File: src/xps_regs.svh
// offsets, field positions, reset values and address windows of the decoder
// assumes inclusion by bare name from the design files
`ifndef XPS_REGS_SVH
`define XPS_REGS_SVH
`define XPS_SEL_OFS        16'hF024
`define XPS_CFG_OFS        16'hF028
`define XPS_STAT_OFS       16'hF02C
`define XPS_SEL_RESET      16'h0005
`define XPS_BIT_MOD1       0
`define XPS_BIT_MOD2       1
`define XPS_BIT_LOWRAM     2
`define XPS_BIT_HIGHRAM    3
`define XPS_BIT_CLOCK      4
`define XPS_CFG_GLOBAL     0
`define XPS_CFG_EMU        1
`define XPS_CFG_PDN        2
`define XPS_CFG_OSCOFF     3
`define XPS_LOWRAM_LO      24'h00_E000
`define XPS_LOWRAM_HI      24'h00_E7FF
`define XPS_HIGHRAM_LO     24'h00_C000
`define XPS_HIGHRAM_HI     24'h00_DFFF
`define XPS_MOD1_LO        24'h00_EF00
`define XPS_MOD1_HI        24'h00_EFFF
`define XPS_MOD2_LO        24'h00_EE00
`define XPS_MOD2_HI        24'h00_EEFF
`define XPS_CLK_LO         24'h00_EC00
`define XPS_CLK_HI         24'h00_ECFF
`define XPS_RAM_WAIT       0
`define XPS_MOD_WAIT       2
`endif

File: src/xps_pkg.sv
// types shared by the peripheral select decoder files
// assumes xps_regs.svh for the numeric constants
package xps_pkg;
   typedef enum logic [2:0] {
      XPS_TGT_EXT     = 3'b000,
      XPS_TGT_LOWRAM  = 3'b001,
      XPS_TGT_HIGHRAM = 3'b010,
      XPS_TGT_MOD1    = 3'b011,
      XPS_TGT_MOD2    = 3'b100,
      XPS_TGT_CLOCK   = 3'b101
   } xps_target_e;
   typedef enum logic [1:0] {
      XPS_ST_IDLE = 2'b00,
      XPS_ST_WAIT = 2'b01,
      XPS_ST_DONE = 2'b10
   } xps_state_e;
endpackage : xps_pkg

File: src/xps_sel_if.sv
// effective select bits handed from the registers to the decoder
// assumes one clock domain
`timescale 1ns/10ps
`default_nettype none
interface xps_sel_if;
   logic [4:0] effSel;     // effective enables after emulation override
   logic       globalEn;   // global peripheral bus enable
   modport src (output effSel, output globalEn);
   modport dst (input effSel, input globalEn);
endinterface : xps_sel_if
`default_nettype wire

File: src/xps_addr_map.sv
// combinational decoder: 24-bit cpu address to access target
// assumes select bits already carry the emulation override
`timescale 1ns/10ps
`default_nettype none
`include "xps_regs.svh"
module xps_addr_map
   import xps_pkg::*;
(
   input  wire logic [23:0] addr,     // cpu address
   xps_sel_if.dst           sel,      // effective enables
   output var  xps_target_e target    // decoded target
);
   logic inLow, inHigh, inM1, inM2, inClk, anyMod;
   // range compares
   assign inLow  = (addr >= `XPS_LOWRAM_LO)  && (addr <= `XPS_LOWRAM_HI);
   assign inHigh = (addr >= `XPS_HIGHRAM_LO) && (addr <= `XPS_HIGHRAM_HI);
   assign inM1   = (addr >= `XPS_MOD1_LO)    && (addr <= `XPS_MOD1_HI);
   assign inM2   = (addr >= `XPS_MOD2_LO)    && (addr <= `XPS_MOD2_HI);
   assign inClk  = (addr >= `XPS_CLK_LO)     && (addr <= `XPS_CLK_HI);
   assign anyMod = sel.effSel[`XPS_BIT_MOD1] | sel.effSel[`XPS_BIT_MOD2];
   // a module range with its own enable clear stays claimed (no external) while the other is on
   always_comb begin
      target = XPS_TGT_EXT;
      if (sel.globalEn) begin
         if (inLow && sel.effSel[`XPS_BIT_LOWRAM])        target = XPS_TGT_LOWRAM;
         else if (inHigh && sel.effSel[`XPS_BIT_HIGHRAM]) target = XPS_TGT_HIGHRAM;
         else if (inM1 && sel.effSel[`XPS_BIT_MOD1])      target = XPS_TGT_MOD1;
         else if (inM2 && sel.effSel[`XPS_BIT_MOD2])      target = XPS_TGT_MOD2;
         else if ((inM1 || inM2) && anyMod)               target = XPS_TGT_CLOCK;
         else if (inClk && (sel.effSel[`XPS_BIT_CLOCK] || anyMod))
            target = XPS_TGT_CLOCK;
      end
   end
endmodule : xps_addr_map
`default_nettype wire

File: src/xps_periph_select.sv
// peripheral select decoder top: wishbone registers, address decode, access steering
// assumes a cpu access port of one request at a time, held until done
// Behaviour
// low ram area decoded at E000-E7FF when global and low enable set
// low ram range goes external when either enable is clear
// high ram area decoded at C000-DFFF when global and high enable set
// high ram range goes external when either enable is clear
// extension ram: 16-bit, zero waits, byte and word accesses
// extension ram not bit addressable, not stack or register bank
// first module at EF00-EFFF when global enable and bit 0 set
// second module at EE00-EEFF when global enable and bit 1 set
// module accesses: 16-bit, byte allowed, two wait states
// disabled modules free their port pins; module range external only both off
// both module enables clear sends EE00-EFFF external
// clock off goes external; EC00-ECFF external only when both modules off
// select register resets to 05h
// select register frozen once global enable is set
// disabled before global enable: claims no space, pins or interrupts
// emulation mode reads all select bits set and enables all
// clock disabled stops oscillator in power-down; else osc select decides
// one 16 MB space, every location byte or word accessible
// module in use limits segment lines to four
// writes after global enable are silently ignored; the code still applies config writes of emulation, power-down and osc-off
`timescale 1ns/10ps
`default_nettype none
`include "xps_regs.svh"
module xps_periph_select
   import xps_pkg::*;
(
   input  wire logic        sys_clk,      // 20 MHz clock
   input  wire logic        rst,          // sync reset, high
   // classic wishbone slave
   input  wire logic        wb_cyc_i,     // cycle
   input  wire logic        wb_stb_i,     // strobe
   input  wire logic        wb_we_i,      // write enable
   input  wire logic [15:0] wb_adr_i,     // byte address
   input  wire logic [3:0]  wb_sel_i,     // byte lanes
   input  wire logic [31:0] wb_dat_i,     // write data
   output logic      [31:0] wb_dat_o,     // read data
   output logic             wb_ack_o,     // acknowledge
   output logic             wb_err_o,     // unmapped address
   // cpu access port
   input  wire logic        cpuReq,       // access request, held until cpuDone
   input  wire logic [23:0] cpuAddr,      // byte address in 16 MB space
   input  wire logic        cpuWrite,     // write access
   input  wire logic        cpuByte,      // byte (not word) access
   input  wire logic        cpuBitOp,     // bit-addressed access
   input  wire logic        cpuStack,     // stack or register bank access
   output logic             cpuDone,      // one-cycle completion
   output logic             cpuErr,       // refused access, with cpuDone
   // steering outputs, valid during an access
   output logic [2:0]       accTarget,    // target code
   output logic             selLowRam,    // low ram area select
   output logic             selHighRam,   // high ram area select
   output logic             selMod1,      // first bus module select
   output logic             selMod2,      // second bus module select
   output logic             selClock,     // clock calendar select
   output logic             selExt,       // external interface select
   output logic [1:0]       byteEn,       // byte lanes of access
   // pin and power side
   output logic [3:0]       portPinFree,  // port 4 pins 4..7 free for gpio
   output logic             segLimit,     // only four segment lines
   output logic             oscStop       // clock oscillator stopped
);
   // ******************************************
   // state
   // ******************************************
   typedef struct packed {
      logic [4:0]  selReg;
      logic        globalEn;
      logic        emuMode;
      logic        powerDown;
      logic        oscOff;
      logic        ack;
      logic        err;
      logic [31:0] rdata;
      xps_state_e  phase;
      logic [2:0]  tgt;
      logic        done;
      logic        cerr;
      logic [5:0]  sels;
      logic [1:0]  be;
      logic [3:0]  pins;
      logic        seg;
      logic        osc;
   } xps_top_s;
   xps_top_s st, next_st;
   logic        wbHit;
   logic [4:0]  effSelV;
   xps_target_e tgtNow;
   logic        waitDone;
   logic [1:0]  waitCnt;
   logic        waitStart;
   logic        refuse;
   xps_sel_if   selBus();
   // emulation forces every select bit set
   assign effSelV         = st.emuMode ? 5'h1F : st.selReg;
   assign selBus.effSel   = effSelV;
   assign selBus.globalEn = st.globalEn;
   // ******************************************
   // address decode and wait states
   // ******************************************
   xps_addr_map u_map (
      .addr   (cpuAddr),
      .sel    (selBus),
      .target (tgtNow)
   );
   // modules get two waits, ram none; external waits are the bus controller's
   always_comb begin
      waitCnt = 2'(`XPS_RAM_WAIT);
      if (tgtNow == XPS_TGT_MOD1 || tgtNow == XPS_TGT_MOD2)
         waitCnt = 2'(`XPS_MOD_WAIT);
   end
   // ram is not bit addressable nor usable as stack or register bank
   assign refuse = (cpuBitOp || cpuStack) &&
                   (tgtNow == XPS_TGT_LOWRAM || tgtNow == XPS_TGT_HIGHRAM);
   assign waitStart = cpuReq && (st.phase == XPS_ST_IDLE) && !refuse;
   xps_wait_gen #(.WW(2)) u_wait (
      .sys_clk (sys_clk),
      .rst     (rst),
      .start   (waitStart),
      .waits   (waitCnt),
      .done    (waitDone)
   );
   assign wbHit = (wb_adr_i == `XPS_SEL_OFS) || (wb_adr_i == `XPS_CFG_OFS) ||
                  (wb_adr_i == `XPS_STAT_OFS);
   // ******************************************
   // next state
   // ******************************************
   always_comb begin
      next_st      = st;
      next_st.ack  = 1'b0;
      next_st.err  = 1'b0;
      next_st.done = 1'b0;
      next_st.cerr = 1'b0;
      // wishbone: answer one cycle after strobe, drop in the next
      if (wb_cyc_i && wb_stb_i && !st.ack && !st.err) begin
         next_st.ack = wbHit;
         next_st.err = !wbHit;
         next_st.rdata = '0;
         if (wb_adr_i == `XPS_SEL_OFS) begin
            next_st.rdata[4:0] = effSelV;
            if (wb_we_i && wb_sel_i[0] && !st.globalEn)
               next_st.selReg = wb_dat_i[4:0];
         end else if (wb_adr_i == `XPS_CFG_OFS) begin
            next_st.rdata[`XPS_CFG_GLOBAL] = st.globalEn;
            next_st.rdata[`XPS_CFG_EMU]    = st.emuMode;
            next_st.rdata[`XPS_CFG_PDN]    = st.powerDown;
            next_st.rdata[`XPS_CFG_OSCOFF] = st.oscOff;
            if (wb_we_i && wb_sel_i[0]) begin
               // global enable is set-once: software cannot clear it before reset
               next_st.globalEn = st.globalEn | wb_dat_i[`XPS_CFG_GLOBAL];
               next_st.emuMode  = wb_dat_i[`XPS_CFG_EMU];
               next_st.powerDown= wb_dat_i[`XPS_CFG_PDN];
               next_st.oscOff   = wb_dat_i[`XPS_CFG_OSCOFF];
            end
         end else if (wb_adr_i == `XPS_STAT_OFS) begin
            next_st.rdata[2:0] = st.tgt;
            next_st.rdata[4:3] = st.phase;
         end
      end
      // cpu access sequencer
      unique case (st.phase)
         XPS_ST_IDLE: begin
            if (cpuReq) begin
               next_st.tgt = tgtNow;
               next_st.be  = cpuByte ? (cpuAddr[0] ? 2'b10 : 2'b01) : 2'b11;
               next_st.sels = '0;
               if (refuse) begin
                  next_st.done  = 1'b1;
                  next_st.cerr  = 1'b1;
                  next_st.phase = XPS_ST_DONE;
               end else begin
                  unique case (tgtNow)
                     XPS_TGT_LOWRAM:  next_st.sels[0] = 1'b1;
                     XPS_TGT_HIGHRAM: next_st.sels[1] = 1'b1;
                     XPS_TGT_MOD1:    next_st.sels[2] = 1'b1;
                     XPS_TGT_MOD2:    next_st.sels[3] = 1'b1;
                     XPS_TGT_CLOCK:   next_st.sels[4] = 1'b1;
                     default:         next_st.sels[5] = 1'b1;
                  endcase
                  next_st.phase = XPS_ST_WAIT;
               end
            end
         end
         XPS_ST_WAIT: begin
            if (waitDone) begin
               next_st.done  = 1'b1;
               next_st.sels  = '0;
               next_st.phase = XPS_ST_DONE;
            end
         end
         XPS_ST_DONE: begin
            // one idle cycle lets the cpu drop its request
            next_st.sels  = '0;
            next_st.phase = XPS_ST_IDLE;
         end
         default: next_st.phase = XPS_ST_IDLE;
      endcase
      // pins of a disabled module stay free; unclaimed before global enable too
      next_st.pins[0] = !(st.globalEn && effSelV[`XPS_BIT_MOD2]);
      next_st.pins[1] = !(st.globalEn && effSelV[`XPS_BIT_MOD1]);
      next_st.pins[2] = next_st.pins[1];
      next_st.pins[3] = next_st.pins[0];
      next_st.seg = st.globalEn &&
                    (effSelV[`XPS_BIT_MOD1] || effSelV[`XPS_BIT_MOD2]);
      // clock disabled: oscillator off in power-down; enabled: select bit decides
      next_st.osc = st.powerDown &&
                    (!(st.globalEn && effSelV[`XPS_BIT_CLOCK]) || st.oscOff);
   end
   // ******************************************
   // registers
   // ******************************************
   always_ff @(posedge sys_clk) begin
      if (rst) begin
         st        <= '0;
         st.selReg <= 5'(`XPS_SEL_RESET);
         st.pins   <= 4'hF;
      end else begin
         st <= next_st;
      end
   end
   // outputs straight from flip-flops
   assign wb_dat_o    = st.rdata;
   assign wb_ack_o    = st.ack;
   assign wb_err_o    = st.err;
   assign cpuDone     = st.done;
   assign cpuErr      = st.cerr;
   assign accTarget   = st.tgt;
   assign selLowRam   = st.sels[0];
   assign selHighRam  = st.sels[1];
   assign selMod1     = st.sels[2];
   assign selMod2     = st.sels[3];
   assign selClock    = st.sels[4];
   assign selExt      = st.sels[5];
   assign byteEn      = st.be;
   assign portPinFree = st.pins;
   assign segLimit    = st.seg;
   assign oscStop     = st.osc;
endmodule : xps_periph_select
`default_nettype wire

File: src/xps_wait_gen.sv
// wait-state counter: holds a done pulse back by a programmed number of cycles
// assumes start is a one-cycle pulse from the sequencer
`timescale 1ns/10ps
`default_nettype none
module xps_wait_gen #(
   parameter int WW = 2   // width of wait count
) (
   input  wire logic          sys_clk,  // clock
   input  wire logic          rst,      // sync reset, high
   input  wire logic          start,    // begin counting
   input  wire logic [WW-1:0] waits,    // wait states to insert
   output logic               done      // one-cycle completion
);
   typedef struct packed {
      logic          busy;
      logic [WW-1:0] cnt;
      logic          done;
   } xps_wait_s;
   xps_wait_s st, next_st;
   if (WW < 1) $error("WW must be at least one");
   // count down the wait states, then flag completion
   always_comb begin
      next_st      = st;
      next_st.done = 1'b0;
      if (start) begin
         next_st.busy = (waits != '0);
         next_st.cnt  = waits;
         next_st.done = (waits == '0);
      end else if (st.busy) begin
         if (st.cnt == WW'(1)) begin
            next_st.busy = 1'b0;
            next_st.done = 1'b1;
         end
         next_st.cnt = st.cnt - WW'(1);
      end
   end
   always_ff @(posedge sys_clk) begin
      if (rst) st <= '0;
      else     st <= next_st;
   end
   assign done = st.done;
endmodule : xps_wait_gen
`default_nettype wire

File: config.mk
export PLATFORM = sky130hd
export DESIGN_NAME = xps_periph_select
export DESIGN_NICKNAME = d
export VERILOG_FILES = /design/src/xps_pkg.sv /design/src/xps_sel_if.sv /design/src/xps_addr_map.sv /design/src/xps_periph_select.sv /design/src/xps_wait_gen.sv
export VERILOG_INCLUDE_DIRS = /design/src /design/src/src
export SDC_FILE = /design/constraint.sdc
export NUM_CORES = 1
export LEC_CHECK = 0
export BUFFER_PORTS_ARGS = -buffer_cell sky130_fd_sc_hd__buf_2
export CAP_MARGIN = 25
export CORE_MARGIN = 2
export CORE_UTILIZATION = 43
export CTS_BUF_LIST = sky130_fd_sc_hd__clkbuf_8 sky130_fd_sc_hd__clkbuf_16
export DETAILED_ROUTE_END_ITERATION = 12
export HOLD_SLACK_MARGIN = 0.03
export PLACE_DENSITY = 0.82
export SLEW_MARGIN = 20
export SYNTH_ARGS = -nofsm -noshare
export SYNTH_HDL_FRONTEND = slang
export SYNTH_SLANG_ARGS = --single-unit
File: constraint.sdc
create_clock -name sys_clk -period 3.1 [get_ports sys_clk]
set_clock_uncertainty 0.15 [all_clocks]
set_input_delay 0.465 -clock sys_clk [delete_from_list [all_inputs] [get_ports sys_clk]]
set_output_delay 0.465 -clock sys_clk [all_outputs]
set_load 0.01 [all_outputs]
# ---- Word-level counts from Yosys, hierarchy flattened
# Index checks and enable logic that the tools add are counted.
dict set report classes {
  div 0
  n_eq_ne 13
  n_addsub 1
  shifts 0
  multipliers 0
  n_lt_le_gt_ge 10
  bitwise_logic 6
  mux 35
  reduce_logical 54
}
# operator count
set op_table {}
lappend op_table {{24-bit by 16-bit >= comparator with 1-bit output (second input constant)} 5}
lappend op_table {{24-bit by 16-bit less-or-equal comparator with 1-bit output (second input constant)} 5}
lappend op_table {{16-bit == test (second input constant)} 3}
lappend op_table {{1-bit logical AND} 24}
lappend op_table {{3-bit 2-to-1 mux} 7}
lappend op_table {{6-bit one-hot mux with 3 select lines} 1}
lappend op_table {{15-bit 2-to-1 mux} 1}
lappend op_table {{5-bit 2-to-1 mux} 3}
lappend op_table {{2-bit 2-to-1 mux} 6}
lappend op_table {{4-bit 2-to-1 mux} 3}
lappend op_table {{6-bit 2-to-1 mux} 2}
lappend op_table {{1-bit 2-to-1 mux} 10}
lappend op_table {{1-bit logical OR} 9}
lappend op_table {{1-bit zero test} 8}
lappend op_table {{3-bit by 2-bit == test with 1-bit output (second input constant)} 2}
lappend op_table {{3-bit == test (second input constant)} 2}
lappend op_table {{3-bit AND reduction} 2}
lappend op_table {{5-bit OR reduction} 1}
lappend op_table {{2-bit by 1-bit == test with 1-bit output (second input constant)} 2}
lappend op_table {{2-bit zero test} 2}
lappend op_table {{1-bit NOT} 4}
lappend op_table {{2-bit one-hot mux with 2 select lines} 1}
lappend op_table {{2-bit AND reduction} 2}
lappend op_table {{4-bit AND reduction} 1}
lappend op_table {{other kinds (11)} 13}
dict set report word_totals {
  latch_bits 0
  mem_count 0
  ramBits 0
  wordCells 139
  output_inout_bits 53
  romBits 0
  reg_bits 41
}

# ---- Longest topological paths before layout
# Gate-level depths: netlist (run 1).
dict set report depth {
  word_depth 17
  ltp_mapped 7
  ltp_nobuf 7
}

# ---- By module
# From an unflattened synthesis (run 1), not the netlist that was laid out.
dict set report unflattened {
  hier_cells 290
  hier_area_um2 2382.3
}
# module n_inst area_each_um2 cells_each seq_area_each_um2
set modules_own_cells {}
lappend modules_own_cells {xps_periph_select 1 2003.2 244 700.7}
lappend modules_own_cells {xps_addr_map 1 192.7 27 0.0}
lappend modules_own_cells {xps_wait_gen 1 186.4 19 80.1}

# ---- Least setup slack after synthesis (run 1)
# Ideal clock, no wire load.
dict set report synth_path {
  path_type {input port to flip-flop}
  from {input cpuAddr[18]}
  to {register u_wait.st[3] (netlist bit)}
  n_path_buf 0
  stages 5
  setup_slack_ps 470
  arrival_ps 2409
  required_ps 2879
  cell_sequence {or4_4 -> or2_1 -> or4_4 -> or4b_1 -> a21oi_1}
}
dict set report synth_via {
  elab_chain_cells 16
}
# element line
set synth_rtl {}
lappend synth_rtl {{start, declared} xps_periph_select.sv:44} ;# input wire logic [23:0] cpuAddr,
lappend synth_rtl {{24-bit by 16-bit >= comparator with 1-bit output (no line) or 24-bit by 16-bit less-or-equal comparator with 1-bit output (tied branches)} --}
lappend synth_rtl {{1-bit logical AND (on tied branches)} {xps_addr_map.sv:19, xps_addr_map.sv:17, xps_addr_map.sv:18}}
lappend synth_rtl {{1-bit logical AND or 1-bit logical OR (tied branches)} {xps_addr_map.sv:30, xps_addr_map.sv:29}}
lappend synth_rtl {{3-bit 2-to-1 mux or 1-bit logical AND (tied branches)} {xps_addr_map.sv:30, xps_addr_map.sv:29}}
lappend synth_rtl {{3-bit 2-to-1 mux} xps_addr_map.sv:29} ;# else if ((inM1 || inM2) && anyMod) target = XPS_TGT_CLOCK;
lappend synth_rtl {{3-bit 2-to-1 mux} xps_addr_map.sv:28} ;# else if (inM2 && sel.effSel[`XPS_BIT_MOD2]) target = XPS_TGT_MOD2;
lappend synth_rtl {{3-bit 2-to-1 mux} xps_addr_map.sv:27} ;# else if (inM1 && sel.effSel[`XPS_BIT_MOD1]) target = XPS_TGT_MOD1;
lappend synth_rtl {{3-bit 2-to-1 mux} xps_addr_map.sv:26} ;# else if (inHigh && sel.effSel[`XPS_BIT_HIGHRAM]) target = XPS_TGT_HIGHRAM;
lappend synth_rtl {{3-bit 2-to-1 mux (*)} xps_addr_map.sv:25} ;# if (inLow && sel.effSel[`XPS_BIT_LOWRAM]) target = XPS_TGT_LOWRAM;
lappend synth_rtl {{3-bit 2-to-1 mux (*)} xps_addr_map.sv:24} ;# if (sel.globalEn) begin
lappend synth_rtl {{3-bit by 1-bit == test with 1-bit output or 3-bit by 2-bit == test with 1-bit output (tied branches)} xps_periph_select.sv:116} ;# (tgtNow == XPS_TGT_LOWRAM || tgtNow == XPS_TGT_HIGHRAM);
lappend synth_rtl {{1-bit logical OR} xps_periph_select.sv:116}
lappend synth_rtl {{1-bit logical AND} xps_periph_select.sv:115} ;# assign refuse = (cpuBitOp || cpuStack) &&
lappend synth_rtl {{1-bit zero test} xps_periph_select.sv:117} ;# assign waitStart = cpuReq && (st.phase == XPS_ST_IDLE) && !refuse;
lappend synth_rtl {{1-bit logical AND} xps_periph_select.sv:117}
lappend synth_rtl {{4-bit 2-to-1 mux (*)} xps_wait_gen.sv:25} ;# if (start) begin
lappend synth_rtl {{end signal, assigned} xps_wait_gen.sv:39} ;# else st <= next_st;
lappend synth_rtl {{end, declared} xps_wait_gen.sv:19} ;# xps_wait_s st, next_st;
# Mark *: on every way between the ends. The rest lies on a longest branch, timed or not.
# A chain may end at the register's enable or synchronous reset.

# ---- Final worst setup path (run 1)
# Ends and elaborated chain as after synthesis.

==> results by group, run 1 <==
STA
  • Setup TNS: 0 ps
  • Final Hold Fails: 0
  • Crit share post-route: 0.8221
  • Final setup violating endpoints: 0
  • Final Max Tran Viols: 0
  • RSZ-0062 raised after global routing: no
  • Max_slew headroom: 0.5453
  • Worst-Margin Slew: 676.8 ps
  • Final min period: between 2000 and 3000 ps
  • Maximum clock rate: 392.4 MHz

Synth
  • Synth top area share: 0.3498
  • Top_reg_cell synth: dfxtp_1
  • Post-synth EDFFs: 0
  • Mapped Cells: 275
  • Register area share after synthesis: 0.3498
  • Commonest cells in the netlist: buf_4, dfxtp_1, nor2_1
  • Mapped Area: approximately 2200 µm²
  • Yosys warning count: 0
  • Top-count cell post-synth: buf_4
  • Post-synth cell types: 51
  • Syn avg cell area: between 8 and 9 µm²
  • Ys async rst share: 0
  • Largest area contributor in the netlist: dfxtp_1
  • Number of synthesized register bits: 39
  • Synth top area cells: dfxtp_1, buf_4, nor2_1, a21oi_1, nand2_1

Run status
  • Status: complete, no violations

Setup path
  • Crit path DAT: 2620 ps
  • CP max FO: 4
  • Worst r2r src: st[57]
  • WS Path Type: input pin to register
  • Worst reg2reg endpoint: u_wait.st[3]
  • CP endpoint kind: register
  • R2R depth: 6
  • Worst reg2reg setup slack: 810 ps
  • Critical Path RT: 3170 ps
  • CP Launch Point: cpuAddr[18]
  • Kind of start point of the critical path: input pin
  • CP endpoint: u_wait.st[3]

Route
  • Final antenna-violating net count: 0
  • Via count: 2026
  • Total wire length: 5211 µm
  • Number of DRC markers in iteration 0: approximately 120
  • Pre-antenna DRT Iters: 4
  • Vias/cell: roughly 5
  • Routed len/inst: 12.90 µm
  • Remaining DRCs: 0

Finish
  • Fraction of layout cells with a size suffix above 1: 0.2695
  • Fill cells: 520
  • Reg area: just under 800 µm²
  • Area Overhead vs Synth: 16.31%
  • Multi-input logic area: 1170 µm²
  • Final #Nets: roughly 420
  • ANT cells: 0
  • Utilization after layout: 0.5149

Clock tree
  • Worst skew pair latency: between 200 and 300 ps
  • CTS sink count: 39
  • CTS buffer count: 5
  • Worst-path clk slew: 70 ps
  • Clk root buf: clkbuf_8
  • CTS hold repair buffers: 0
  • CTS tree: built
  • Clock Tree Buf Depth: 2
  • # Post-CTS Setup Buffers: 0
  • CTS resizes: 0
  • CTS H-tree lvls: 2

Global routing
  • Initial antenna violation count: 0
  • Global-route wire length before repair: 8245 µm
  • Pin count of the biggest net entering global routing: 37
  • Number of global-route vias before repair: 1793
  • GR Overflow Total: 0
  • GR Util All Layers: 0.1748

Run
  • Max-cap violation count: 0

Power and ir drop
  • VDD IR max: 0.2938 mV
  • PwrDens: 456.8 nW/µm²
  • P_leak: 0.001164 µW

Hold path
  • Hold Path Class: input pin to register

Floorplan
  • Ports: 139
  • Die Ht: 76.05 µm
  • Die ar.: 5784 µm²
  • Die width: 76.05 µm
  • Initial cell density of the core: 0.4427
  • Core Region: around 5000 µm²
  • Rows: 26

Place
  • I/O Buffers: 73
  • DP HPWL: between 4000 and 5000 µm
  • Routability Congestion: 0.8520
-- through the flow --
step           cell area, µm²  cells  worst slack (ps)  power [µW]  hold WS, ps
2_1_floorplan            2330    301             470.0       666.7        290.2
3_3_place_gp             2464    396             276.5       699.9        288.7
3_5_place_dp             2464    396             248.8       703.5        293.4
4_1_cts                  2596    404             551.3        1192        220.4
5_1_grt                  2596    404             480.3        1235        225.9
6_report                 2596    404             551.6        1186        224.7
-- power breakdown --
part / switching (µW) / internal [µW]
clock: 175 / 318
combinational: 104 / 67.9
sequential: 6.48 / 514
total: 286 / 900
-- sequential cells by signal (all words and copies together), names as in the netlist, 2 cells and up --
register / flops
st: 10
wb_dat_o: 5
u_wait.st: 3
accTarget: 3
portPinFree: 2
byteEn: 2
-- critical path, stage by stage --
cell and delay [ps]:
buf_2 100, or4_4 550, or2_1 270, or4_4 560, or4b_1 540, a21oi_1 140
-- cells in the final DEF (no fill, tap or decap), types with 3 or more instances in the layout --
cell	synthesis	final
clkbuf_8	0	5
ha_1	4	4
nand2b_1	3	3
o31ai_1	3	3
buf_4	41	4
nor2_1	35	35
nand4b_1	3	3
dfxtp_1	39	39
o21ai_0	9	9
nor3_1	11	11
conb_1	1	27
buf_2	0	73
nand3_1	6	6
a22oi_1	4	4
nor2b_1	3	3
o21a_1	3	3
nand2_1	18	18
mux2i_1	6	6
inv_1	8	9
a21oi_1	16	16
nand3b_1	4	4
or4_4	3	3
nor4_1	6	6
a22o_1	3	3
-- metal layers --
metal | global-route usage | up-vias | wire length (µm)
li1 | - | 1023 | -
met1 | 0.2481 | 905 | 2526
met2 | 0.2589 | 88 | 2190
met3 | 0.04147 | 10 | 392
met4 | 0.06364 | 0 | 101
met5 | 0 | - | 0
-- final cells by class --
class | instances | area share
Multi-Input combinational cell | 202 | 0.4506
Sequential cell | 39 | 0.3007
Timing Repair Buffer | 77 | 0.1523
Tap cell | 70 | 0.03373
Clock buffer | 5 | 0.02651
Clock inverter | 3 | 0.02458
Inverter | 8 | 0.01157
-- worst min-delay path by stage --
| stage | slack [ps] | depth (start not counted) | endpoint | start |
|---|---|---|---|---|
| final | 220 | 2 | byteEn[0] | cpuAddr[0] |
| after global routing | 230 | 2 | byteEn[0] | cpuAddr[0] |
| after CTS | 220 | 2 | byteEn[0] | cpuAddr[0] |
| after detailed placement | 290 | 2 | selClock | selClock |
| after global placement | 290 | 2 | selClock | selClock |
| after floorplan | 290 | 1 | oscStop | st[56] |
-- logic make-up (layout without fill, tap and decap cells) --
kind of cell | after synthesis | count (layout) | share of synthesized area
fa+ha+maj | 4 | 4 | 0.02242
mux | 6 | 6 | 0.02691
other cells | 1 | 27 | 0.001680
buf+inv | 60 | 93 | 0.1698
compound gates | 58 | 58 | 0.1777
flops | 39 | 39 | 0.3498
simple gates | 106 | 106 | 0.2478
xor+xnor | 1 | 1 | 0.003924
(Power assumes the default switching activity.)
==> run 2, diff against run 1 <==
- clock period: 3.1 -> 2.5 ns (I/O delays scaled with it)
==> results by group, run 2 (same netlist as run 1, synthesis figures left out) <==
Clock tree
  • Clock Tree Buf Depth: 2 (unchanged)
  • CTS hold repair buffers: 0 (unchanged)
  • CTS sink count: 39 (unchanged)
  • Clk root buf: clkbuf_8 (unchanged)
  • # Post-CTS Setup Buffers: 0 (unchanged)
  • Worst skew pair latency: 290 ps (about the same)
  • CTS buffer count: 5 (unchanged)
  • CTS resizes: 0 (unchanged)
  • CTS H-tree lvls: 2 (unchanged)
  • CTS tree: built (unchanged)
  • Worst-path clk slew: 80 ps (was 70 ps)

Finish
  • Fraction of layout cells with a size suffix above 1: 0.2895 (was 0.2695)
  • Fill cells: 513 (was 520)
  • Most common cell after layout, fill and taps aside: buf_2 (unchanged)
  • ANT cells: 0 (unchanged)
  • Utilization after layout: 0.5211 (was 0.5149)
  • Final #Nets: 431 (was 423)
  • Most frequent cells in the layout: buf_2, dfxtp_1, nor2_1 (unchanged)
  • Final Cell Area: 2628 µm² (was 2596 µm²)
  • Layout Cells excl Fill: 412 (was 404)
  • Largest Register: st (unchanged)
  • Max reg flops: 10 (unchanged)
  • Area Overhead vs Synth: 17.71% (was 16.31%)

Floorplan
  • Rows: 26 (unchanged)
  • Ports: 139 (unchanged)
  • Die ar.: 5784 µm² (unchanged)
  • Initial cell density of the core: 0.4427 (unchanged)
  • Die Ht: 76.05 µm (unchanged)
  • Core Region: 5042 µm² (unchanged)
  • Die width: 76.05 µm (unchanged)

Place
  • I/O Buffers: 73 (unchanged)
  • Placed Area: 2524 µm² (was 2464 µm²)
  • Routability Congestion: 0.8799 (was 0.8520)
  • Placed Cells: 404 (was 396)
  • DP HPWL: 4279 µm (was 4072 µm)

Global routing
  • GR Util All Layers: 0.1948 (was 0.1748)
  • Global-route wire length before repair: 9052 µm (was 8245 µm)
  • Initial antenna violation count: 0 (unchanged)
  • Number of global-route vias before repair: 1919 (was 1793)
  • Pin count of the biggest net entering global routing: 36 (was 37)
  • GR Overflow Total: 0 (unchanged)

STA
  • Final min period: 2341 ps
  • Final Hold Fails: 0 (unchanged)
  • Final setup violating endpoints: 0 (unchanged)
  • Final Max Tran Viols: 0 (unchanged)
  • Crit share post-route: 0.9365
  • RSZ-0062 raised after global routing: no (unchanged)
  • Maximum clock rate: 427.1 MHz

Setup path
  • Kind of start point of the critical path: input pin (unchanged)
  • R2R depth: 5 (was 6)
  • WS Path Type: input pin to register (unchanged)
  • CP endpoint kind: register (unchanged)
  • CP max FO: 4 (unchanged)
  • Crit path DAT: 2420 ps (was 2620 ps)
  • Critical Path RT: 2580 ps (was 3170 ps)

Power and ir drop
  • Tot Pwr: 1335 µW (was 1186 µW)
  • VDD IR max: 0.3134 mV (was 0.2938 mV)
  • PwrDens: 507.9 nW/µm² (was 456.8 nW/µm²)
  • P_leak: 0.001184 µW (was 0.001164 µW)

Route
  • Total wire length: 5410 µm (was 5211 µm)
  • Routed wl met2: 2405 µm (was 2190 µm)
  • Final antenna-violating net count: 0 (unchanged)
  • DR WL met3: 378 µm (was 392 µm)
  • Pre-antenna DRT Iters: 4 (unchanged)
  • Max layer used: met4 (unchanged)
  • M1 WL: 2551 µm (was 2526 µm)
  • Vias/cell: 4.886 (was 5.015)
  • Number of DRC markers in iteration 0: 87 (was 115)
  • Remaining DRCs: 0 (unchanged)
  • Routed len/inst: 13.13 µm (was 12.90 µm)
  • Via count: 2013 (was 2026)

Run status
  • Status: complete, no violations (unchanged)

Hold path
  • Hold Path Class: input pin to register (unchanged)
  • Worst Hold Depth: 2 (unchanged)

Run
  • Max-cap violation count: 0 (unchanged)
run 2: changes by cell type in the layout (fill, tap and decap cells not counted):
cell / delta
clkbuf_8: +2
bufinv_16: -2
buf_4: +8
clkinvlp_4: +1
inv_1: -1
run 2: final timing paths:
| kind | from | endpoint | slack, ps |
|---|---|---|---|
| max | cpuAddr[17] | u_wait.st[3] | 160 |
| max reg2reg | st[57] | u_wait.st[3] | 190 |
| min | cpuAddr[0] | byteEn[0] | 130 |
| min reg2reg | selClock | selClock | 300 |
run 2: cell type report:
class / instances / area (µm²) / share of cell area
multi-input combinational: 202 / 1170 / 0.4452
sequential: 39 / 780.7 / 0.2971
timing repair buffer: 85 / 455.4 / 0.1733
clock buffer: 7 / 96.34 / 0.03667
tap: 70 / 87.58 / 0.03333
inverter: 8 / 30.03 / 0.01143
clock inverter: 1 / 7.507 / 0.002857
run 2: metal layers:
metal / vias to the layer above / GRT usage
li1: 1039 / -
met1: 890 / 0.2644
met2: 79 / 0.2946
met3: 5 / 0.05569
met4: 0 / 0.07273
met5: - / 0
run 2: critical path, stage by stage:
cell     delay (ps)
buf_2           100
or4_4           520
or2_1           270
or4_4           520
or4b_1          490
a21oi_1         150
run 2: per-stage QoR:
stage / hold slack, ps / TNS [ps] / setup slack (ps)
final: 129.0 / 0 / 158.9
after floorplan: 290.2 / 0 / 47.83
after detailed placement: 299.4 / -262.8 / -158.1
after CTS: 119.5 / 0 / 164.3
after global routing: 132.9 / 0 / 91.28
after global placement: 289.6 / -178.3 / -123.1
run 2: power by group:
group | leakage [µW] | switching (µW) | internal [µW] | total, µW
clock | 0.0000505 | 221 | 251 | 472
combinational | 0.000818 | 130 | 86.5 | 217
sequential | 0.000316 | 8.71 | 637 | 645
